==> src/hdl/itd_regs.svh <==
`ifndef ITD_REGS_SVH
`define ITD_REGS_SVH

// ****************************************
// Function set values
// ****************************************
`define ITD_CODE_W 7
`define ITD_FN_CNT_RESET 7'h1c
`define ITD_FN_RAMP_HOLD 7'h1e
`define ITD_FN_CNT_ENABLE 7'h1f
`define ITD_FN_TRIM_CLEAR 7'h21
`define ITD_FN_DC_BRAKE 7'h22
`define ITD_FN_MOTOR2 7'h23
`define ITD_FN_SRC_KEYPAD 7'h24
`define ITD_FN_SRC_TERM 7'h25
`define ITD_FN_SRC_COMM 7'h26
`define ITD_FN_PREEXCITE 7'h27
`define ITD_FN_ENERGY_CLR 7'h28
`define ITD_FN_ENERGY_HOLD 7'h29
`define ITD_FN_TRQ_KEYPAD 7'h2a
`define ITD_FN_POS_REF 7'h2b
`define ITD_FN_ORIENT_OFF 7'h2c
`define ITD_FN_SPINDLE_POS 7'h2d

// ****************************************
// Register map (byte offsets in the low address byte)
// ****************************************
`define ITD_ADDR_W 8
`define ITD_OFF_SEL_BASE 8'h00
`define ITD_OFF_CFG 8'h40
`define ITD_OFF_STATUS 8'h44
`define ITD_OFF_TERM 8'h48
`define ITD_SEL_MAX_TERMS 16
`define ITD_RST_SEL 7'h00
`define ITD_RST_CFG 2'h0

// ****************************************
// Limits
// ****************************************
`define ITD_POS_REF_TERMS 3
`define ITD_HTRANS_NONSEQ_BIT 1

`endif

==> src/hdl/itd_pkg.sv <==
package itd_pkg;

  typedef enum logic [1:0] {
    ITD_SRC_KEYPAD,
    ITD_SRC_TERMINAL,
    ITD_SRC_COMM
  } itd_src_t;

endpackage

==> src/hdl/itd_dispatch.sv <==
// Our own choices: the address map and register access over AHB-Lite.
`include "itd_regs.svh"

module itd_dispatch
  import itd_pkg::*;
#(
  parameter int NTERM = 8
) (
  input wire logic hclk, // System clock, 20 MHz.
  input wire logic hresetn, // Asynchronous reset, active low.
  input wire logic hsel, // Slave select.
  input wire logic [31:0] haddr, // Byte address.
  input wire logic [1:0] htrans, // Transfer type.
  input wire logic hwrite, // Write when high.
  input wire logic [2:0] hsize, // Transfer size, word only.
  input wire logic [31:0] hwdata, // Write data.
  input wire logic hready, // Bus ready.
  output logic [31:0] hrdata, // Read data.
  output logic hreadyout, // Slave ready.
  output logic hresp, // Always OKAY.
  input wire logic [NTERM-1:0] term_in, // Terminal levels, high is valid.
  input wire logic stop_req, // Stop command from the core.
  output logic ramp_hold, // Freeze output frequency.
  output logic cnt_enable, // Pulse counter enable.
  output logic cnt_clear, // Pulse counter clear pulse.
  output logic trim_bypass, // Ignore up/down trim.
  output logic dc_brake_start, // DC brake start pulse.
  output logic motor2_sel, // Second motor parameter set.
  output itd_src_t run_src, // Effective run-command source.
  output logic preexcite, // Motor pre-excitation.
  output logic energy_clear, // Energy counter clear pulse.
  output logic energy_hold, // Energy counter hold.
  output logic trq_lim_keypad, // Upper torque limit from keypad.
  output logic pos_ref, // Position reference point.
  output logic orient_disable, // Spindle orientation disabled.
  output logic spindle_pos_trig // Spindle positioning pulse.
);

  localparam int CW = `ITD_CODE_W;
  localparam int IW = (NTERM > 1) ? $clog2(NTERM) : 1;

  // ****************************************
  // Decoding helper
  // ****************************************
  // True when any of the first lim terminals is valid and holds the code.
  function automatic logic fn_any(input logic [NTERM*CW-1:0] sel,
                                  input logic [NTERM-1:0] lvl,
                                  input logic [CW-1:0] code,
                                  input int lim);
    logic hit;
    hit = 1'b0;
    for (int i = 0; i < NTERM; i++) begin
      if (i < lim && lvl[i] && sel[i*CW +: CW] == code) begin
        hit = 1'b1;
      end
    end
    return hit;
  endfunction

  // ****************************************
  // Bus slave
  // ****************************************
  logic wr_pend_r;
  logic [5:0] wr_idx_r;
  logic [31:0] hrdata_r;
  logic [1:0] cfg_src_r;
  logic [CW-1:0] sel_r [NTERM];
  logic [NTERM*CW-1:0] sel_flat;
  logic [NTERM-1:0] term_r;
  logic [15:0] status_w;

  wire accept = hsel & htrans[`ITD_HTRANS_NONSEQ_BIT] & hready;
  wire [5:0] a_idx = haddr[7:2];
  wire [5:0] cfg_idx = 6'(`ITD_OFF_CFG >> 2);
  wire [5:0] stat_idx = 6'(`ITD_OFF_STATUS >> 2);
  wire [5:0] term_idx = 6'(`ITD_OFF_TERM >> 2);
  wire a_sel_hit = a_idx < 6'(NTERM);
  wire [IW-1:0] a_sel_i = a_idx[IW-1:0];
  wire [31:0] rd_word =
    a_sel_hit ? 32'(sel_r[a_sel_i]) :
    (a_idx == cfg_idx) ? 32'(cfg_src_r) :
    (a_idx == stat_idx) ? 32'(status_w) :
    (a_idx == term_idx) ? 32'(term_r) : 32'h0000_0000;
  wire wr_cfg = wr_pend_r && wr_idx_r == cfg_idx;

  // Zero wait states: read data is registered at the address phase, so
  // a read issued in the data phase of a write to the same register
  // would see the old value; single transfers never overlap that way.
  always_ff @(posedge hclk or negedge hresetn) begin
    if (!hresetn) begin
      wr_pend_r <= 1'b0;
    end else begin
      wr_pend_r <= accept & hwrite;
    end
  end

  always_ff @(posedge hclk or negedge hresetn) begin
    if (!hresetn) begin
      wr_idx_r <= 6'h00;
    end else if (accept) begin
      wr_idx_r <= a_idx;
    end
  end

  always_ff @(posedge hclk or negedge hresetn) begin
    if (!hresetn) begin
      hrdata_r <= 32'h0000_0000;
    end else if (accept) begin
      hrdata_r <= hwrite ? 32'h0000_0000 : rd_word;
    end
  end

  assign hrdata = hrdata_r;

  // No wait states and no error answer: both flops only ever hold their
  // idle values, which keeps the answer free of any path from the decoder.
  always_ff @(posedge hclk or negedge hresetn) begin
    if (!hresetn) begin
      hreadyout <= 1'b1;
      hresp <= 1'b0;
    end else begin
      hreadyout <= 1'b1;
      hresp <= 1'b0;
    end
  end

  // A source code of 3 names nothing, so such a write leaves the setting alone.
  always_ff @(posedge hclk or negedge hresetn) begin
    if (!hresetn) begin
      cfg_src_r <= `ITD_RST_CFG;
    end else if (wr_cfg && hwdata[1:0] <= 2'(ITD_SRC_COMM)) begin
      cfg_src_r <= hwdata[1:0];
    end
  end

  // Each terminal's set value sits in its own flop word, scanned by index.
  for (genvar g = 0; g < NTERM; g++) begin : g_sel
    wire wr_sel = wr_pend_r && wr_idx_r == 6'(g);
    always_ff @(posedge hclk or negedge hresetn) begin
      if (!hresetn) begin
        sel_r[g] <= `ITD_RST_SEL;
      end else if (wr_sel) begin
        sel_r[g] <= hwdata[CW-1:0];
      end
    end
    assign sel_flat[g*CW +: CW] = sel_r[g];
  end

  // ****************************************
  // Function dispatch
  // ****************************************
  // Only listed codes are decoded, so any other set value is inert.
  wire f_hold = fn_any(sel_flat, term_r, `ITD_FN_RAMP_HOLD, NTERM);
  wire f_cnt_en = fn_any(sel_flat, term_r, `ITD_FN_CNT_ENABLE, NTERM);
  wire f_cnt_clr = fn_any(sel_flat, term_r, `ITD_FN_CNT_RESET, NTERM);
  wire f_trim = fn_any(sel_flat, term_r, `ITD_FN_TRIM_CLEAR, NTERM);
  wire f_dcb = fn_any(sel_flat, term_r, `ITD_FN_DC_BRAKE, NTERM);
  wire f_m2 = fn_any(sel_flat, term_r, `ITD_FN_MOTOR2, NTERM);
  wire f_kp = fn_any(sel_flat, term_r, `ITD_FN_SRC_KEYPAD, NTERM);
  wire f_tm = fn_any(sel_flat, term_r, `ITD_FN_SRC_TERM, NTERM);
  wire f_cm = fn_any(sel_flat, term_r, `ITD_FN_SRC_COMM, NTERM);
  wire f_pre = fn_any(sel_flat, term_r, `ITD_FN_PREEXCITE, NTERM);
  wire f_eclr = fn_any(sel_flat, term_r, `ITD_FN_ENERGY_CLR, NTERM);
  wire f_ehold = fn_any(sel_flat, term_r, `ITD_FN_ENERGY_HOLD, NTERM);
  wire f_trq = fn_any(sel_flat, term_r, `ITD_FN_TRQ_KEYPAD, NTERM);
  wire f_pref = fn_any(sel_flat, term_r, `ITD_FN_POS_REF, `ITD_POS_REF_TERMS);
  wire f_orient = fn_any(sel_flat, term_r, `ITD_FN_ORIENT_OFF, NTERM);
  wire f_spos = fn_any(sel_flat, term_r, `ITD_FN_SPINDLE_POS, NTERM);

  // Fixed override priority; with none valid the configured source returns.
  wire itd_src_t src_nxt =
    f_kp ? ITD_SRC_KEYPAD :
    f_tm ? ITD_SRC_TERMINAL :
    f_cm ? ITD_SRC_COMM :
    itd_src_t'(cfg_src_r);

  logic [3:0] edge_prev_r;
  wire [3:0] edge_now = {f_spos, f_eclr, f_dcb, f_cnt_clr};
  wire [3:0] edge_rise = edge_now & ~edge_prev_r;

  // One snapshot of the terminals per cycle, so every decoder in a cycle
  // agrees on which inputs are valid.
  always_ff @(posedge hclk or negedge hresetn) begin
    if (!hresetn) begin
      term_r <= '0;
    end else begin
      term_r <= term_in;
    end
  end

  // Pulse requests follow the OR over all terminals that hold a code, so a
  // second terminal joining a function that is already valid fires nothing.
  always_ff @(posedge hclk or negedge hresetn) begin
    if (!hresetn) begin
      edge_prev_r <= 4'h0;
    end else begin
      edge_prev_r <= edge_now;
    end
  end

  // Stop drops the hold on the next clock edge, so the core can always ramp down
  // even while a frozen speed is still requested.
  always_ff @(posedge hclk or negedge hresetn) begin
    if (!hresetn) begin
      ramp_hold <= 1'b0;
    end else begin
      ramp_hold <= f_hold & ~stop_req;
    end
  end

  always_ff @(posedge hclk or negedge hresetn) begin
    if (!hresetn) begin
      cnt_enable <= 1'b0;
    end else begin
      cnt_enable <= f_cnt_en;
    end
  end

  always_ff @(posedge hclk or negedge hresetn) begin
    if (!hresetn) begin
      cnt_clear <= 1'b0;
    end else begin
      cnt_clear <= edge_rise[0];
    end
  end

  always_ff @(posedge hclk or negedge hresetn) begin
    if (!hresetn) begin
      trim_bypass <= 1'b0;
    end else begin
      trim_bypass <= f_trim;
    end
  end

  // Only the rising edge is passed on; how long braking lasts is left to
  // the core.
  always_ff @(posedge hclk or negedge hresetn) begin
    if (!hresetn) begin
      dc_brake_start <= 1'b0;
    end else begin
      dc_brake_start <= edge_rise[1];
    end
  end

  always_ff @(posedge hclk or negedge hresetn) begin
    if (!hresetn) begin
      motor2_sel <= 1'b0;
    end else begin
      motor2_sel <= f_m2;
    end
  end

  // Re-evaluated every cycle, so dropping an override hands control back
  // to the configured source two cycles after the terminal input falls.
  always_ff @(posedge hclk or negedge hresetn) begin
    if (!hresetn) begin
      run_src <= ITD_SRC_KEYPAD;
    end else begin
      run_src <= src_nxt;
    end
  end

  always_ff @(posedge hclk or negedge hresetn) begin
    if (!hresetn) begin
      preexcite <= 1'b0;
    end else begin
      preexcite <= f_pre;
    end
  end

  // Clear and hold are independent requests and may both stand at once.
  always_ff @(posedge hclk or negedge hresetn) begin
    if (!hresetn) begin
      energy_clear <= 1'b0;
    end else begin
      energy_clear <= edge_rise[2];
    end
  end

  always_ff @(posedge hclk or negedge hresetn) begin
    if (!hresetn) begin
      energy_hold <= 1'b0;
    end else begin
      energy_hold <= f_ehold;
    end
  end

  always_ff @(posedge hclk or negedge hresetn) begin
    if (!hresetn) begin
      trq_lim_keypad <= 1'b0;
    end else begin
      trq_lim_keypad <= f_trq;
    end
  end

  always_ff @(posedge hclk or negedge hresetn) begin
    if (!hresetn) begin
      pos_ref <= 1'b0;
    end else begin
      pos_ref <= f_pref;
    end
  end

  always_ff @(posedge hclk or negedge hresetn) begin
    if (!hresetn) begin
      orient_disable <= 1'b0;
    end else begin
      orient_disable <= f_orient;
    end
  end

  // A held positioning input triggers once; it has to be released for at
  // least one sampled cycle before it can trigger again.
  always_ff @(posedge hclk or negedge hresetn) begin
    if (!hresetn) begin
      spindle_pos_trig <= 1'b0;
    end else begin
      spindle_pos_trig <= edge_rise[3];
    end
  end

  assign status_w = {1'b0, spindle_pos_trig, orient_disable, pos_ref, trq_lim_keypad,
                     energy_hold, energy_clear, preexcite, run_src, motor2_sel,
                     dc_brake_start, trim_bypass, cnt_clear, cnt_enable, ramp_hold};

endmodule

==> config.mk <==
export PLATFORM = sky130hd
export DESIGN_NAME = itd_dispatch
export DESIGN_NICKNAME = d
export VERILOG_FILES = /design/src/hdl/itd_pkg.sv /design/src/hdl/itd_dispatch.sv
export VERILOG_INCLUDE_DIRS = /design/src /design/src/hdl
export SDC_FILE = /design/constraint.sdc
export NUM_CORES = 1
export LEC_CHECK = 0
export BUFFER_PORTS_ARGS = -buffer_cell sky130_fd_sc_hd__buf_2
export CAP_MARGIN = 15
export CORE_MARGIN = 2
export CORE_UTILIZATION = 55
export DETAILED_ROUTE_END_ITERATION = 8
export MAX_ROUTING_LAYER = met4
export PLACE_DENSITY = 0.79
export SETUP_SLACK_MARGIN = 0.1
export SLEW_MARGIN = 20
export SYNTH_ARGS = -nofsm -noshare
export SYNTH_HDL_FRONTEND = slang
export SYNTH_SLANG_ARGS = --single-unit
==> constraint.sdc <==
create_clock -name hclk -period 2.5 [get_ports hclk]
set_input_delay 0.25 -clock hclk [delete_from_list [all_inputs] [get_ports hclk]]
set_output_delay 0.25 -clock hclk [all_outputs]
set_load 0.05 [all_outputs]
==> flow_summary.json <==
{
  "drive_gt1_share_pct": 30.0,
  "hold_viol": 0,
  "drc": 0,
  "cts_tree": "built",
  "ant_nets": 0,
  "power_density_mw_per_mm2": 575,
  "htreeDepth": 3,
  "antenna_found_initial": 0,
  "p_sw_share_pct": 32.8,
  "p_clk_share_pct": 29.3,
  "wire_per_inst_microns": 26.2,
  "final_cell_mix": "dfrtp_1, mux2_2, buf_2, nand2_1, nor2_1",
  "drt-pass1-iter-count": 7,
  "grt_pass1_wl_mm": 29.7,
  "final_common_cell": "dfrtp_1",
  "routed_wl_mm": 20.0,
  "synth_area_sq_mm": 0.00602,
  "worstSetupPathType": "reg -> reg",
  "cts.path.max_buffers": 2,
  "yosys-top-cells-area": "dfrtp_1, mux2_2, mux4_2",
  "num_vias": 5099,
  "drtIter0Drc": 600,
  "utilization_pct": 63.3,
  "syn_inst": 545,
  "placed_cells": 737,
  "cts_root_buf": "clkbuf_8",
  "io_pins": 132,
  "fin_nets": 701,
  "yosysTopAreaCell": "dfrtp_1",
  "die-area_sq_mm": 0.0118,
  "worst_pin_slew_ps": 734,
  "syn_avg_cell_area_sq_um": 11.0,
  "worst_ep_required_time_ps": 2790,
  "internal_power_uw": 2630,
  "yosysUniqueCellTypes": 63,
  "die_h_microns": 109,
  "tns_ps": 0,
  "grtUsageTotal_pct": 36.3,
  "relSlewSlack_pct": 50.4,
  "outcome": "completed",
  "yosys_warnings": 0,
  "synthArstFlopShare_pct": 100,
  "yosysTopAreaCellShare_pct": 44.5,
  "switchingPower_uw": 1280,
  "clock_latency_ps": 410,
  "maxSlewViolCount": 0,
  "power_frac_comb_pct": 17.6,
  "design.core.area_sq_mm": 0.0107,
  "worstSetupEndpointType": "flip-flop",
  "maxCapViolations": 0,
  "clock_skew_ps": 23.8,
  "cts-buffers-inserted": 9,
  "min_period_ps": 2290,
  "port_buffers": 57,
  "seq_area_frac_synth_pct": 44.5,
  "final_cells": 763,
  "clk_pin_slew_ps": 120,
  "leakagePower_uw": 0.00304,
  "worstHoldPathType": "in -> reg",
  "gp_congestion": 1.02,
  "startpoint_type": "flip-flop",
  "row_count": 38,
  "grt_setup_unrepaired": "no",
  "ir_drop_uv": 613,
  "grt_pass1_vias": 4839,
  "max_clock_freq_mhz": 437,
  "start_util_pct": 56.0,
  "arrival_ps": 2580,
  "viasPerCell": 6.68,
  "fin_crit_sh_pct": 91.5,
  "area_growth_syn_to_layout_pct": 12.9,
  "critPathMaxFanout": 7,
  "overflow": 0,
  "synth_edf_count": 0,
  "finalSetupViolCount": 0,
  "clock-sinks": 107,
  "ys.flop_type": "dfrtp_1",
  "die_w_microns": 109,
  "diodes": 0,
  "synth-seq-cells": 107,
  "power_frac_seq_pct": 53.1,
  "hpwl_mm": 15.0,
  "grt_max_degree": 108
}
cell families after synthesis:
kind of cell,after synthesis,synth area share (%)
compound gates,79,10.5
buf+inv,52,4.72
flops,107,44.5
mux,85,18.4
other cells,2,0.125
simple gates,220,21.8
state kept, by name (all words and copies together), names as in the netlist:
register and flops:
pos_ref 1, dc_brake_start 1, preexcite 1, sel_flat 56, run_src 2, orient_disable 1, term_r 8, motor2_sel 1
energy_clear 1, wr_idx_r 6, ramp_hold 1, hrdata 15, cnt_clear 1, wr_pend_r 1, trq_lim_keypad 1, cnt_enable 1
trim_bypass 1, edge_prev_r 4, spindle_pos_trig 1, energy_hold 1, cfg_src_r 2
cell type report:
type	instances	area (sq um)
fill	862	3950
multi-input combinational	403	3120
sequential	107	2680
timing repair buffer	89	576
tap	140	175
clock buffer	9	124
clock inverter	7	95.1
inverter	8	30.0
power groups by stage:
stage	sequential, uW	clock [uW]	combinational [uW]
after floorplan	2040	0	466
after global placement	2090	0	659
final	2070	1140	688
after detailed placement	2100	0	664
after CTS	2060	1160	679
after global routing	2090	1220	729
cell usage after synthesis, types with 7 or more instances:
master,n
a22o_1,9
a31oi_1,7
and3_1,7
buf_2,8
buf_4,19
clkbuf_1,14
dfrtp_1,107
inv_1,8
mux2_2,64
mux2i_1,7
mux4_2,14
nand2_1,35
nand2b_1,10
nand3_1,31
nand3b_1,11
nor2_1,33
nor2b_1,11
nor3_1,13
nor3b_1,10
nor4_1,10
nor4bb_1,7
o22ai_1,8
o32ai_1,8
worst max-delay path, cell delays in order (launching register included):
cell,delay [ps]
dfrtp_1,390
or3b_1,440
or3_1,500
nor2_2,450
mux2_2,390
per-stage QoR:
stage	hold slack, ps	power [uW]	worst slack (ps)	area (sq um)
floorplan	-45.6	2500	491	6080
global placement	353	2750	281	6470
detailed placement	361	2760	207	6470
CTS	16.4	3900	144	6780
global route	15.3	4040	142	6800
finish	34.4	3910	211	6800
metal layers:
metal	global-route usage, %	vias to the layer above	part of all wire, %	routed length, microns
li1	-	2198	-	-
met1	46.9	2550	40	8040
met2	56.8	305	47	9390
met3	6.75	46	8.9	1770
met4	14.4	0	3.8	765
met5	-	-	0	0
path summary, 6_finish.rpt:
check / start / slack (ps) / endpoint / cells past startpoint
hold / removal: stop_req / 30 / ramp_hold / 2
min in group asynchronous: hresetn / 440 / term_r[0] / 3
hold reg to reg: edge_prev_r[1] / 410 / dc_brake_start / 1
setup reg to reg: wr_idx_r[3] / 210 / sel_flat[26] / 4
max in group asynchronous: hresetn / 1630 / sel_flat[47] / 3
setup / recovery: wr_idx_r[3] / 210 / sel_flat[26] / 4
repair_timing:
| action | CTS | global route |
|---|---|---|
| endpoints found under the setup margin | 0 | 7 |
| resized for setup | 0 | 0 |
| hold buffers | 9 | 0 |
| buffers inserted | 0 | 1 |
| hold endpoints to repair | 115 | 0 |
Note: power is estimated with default switching activity, not from simulation.
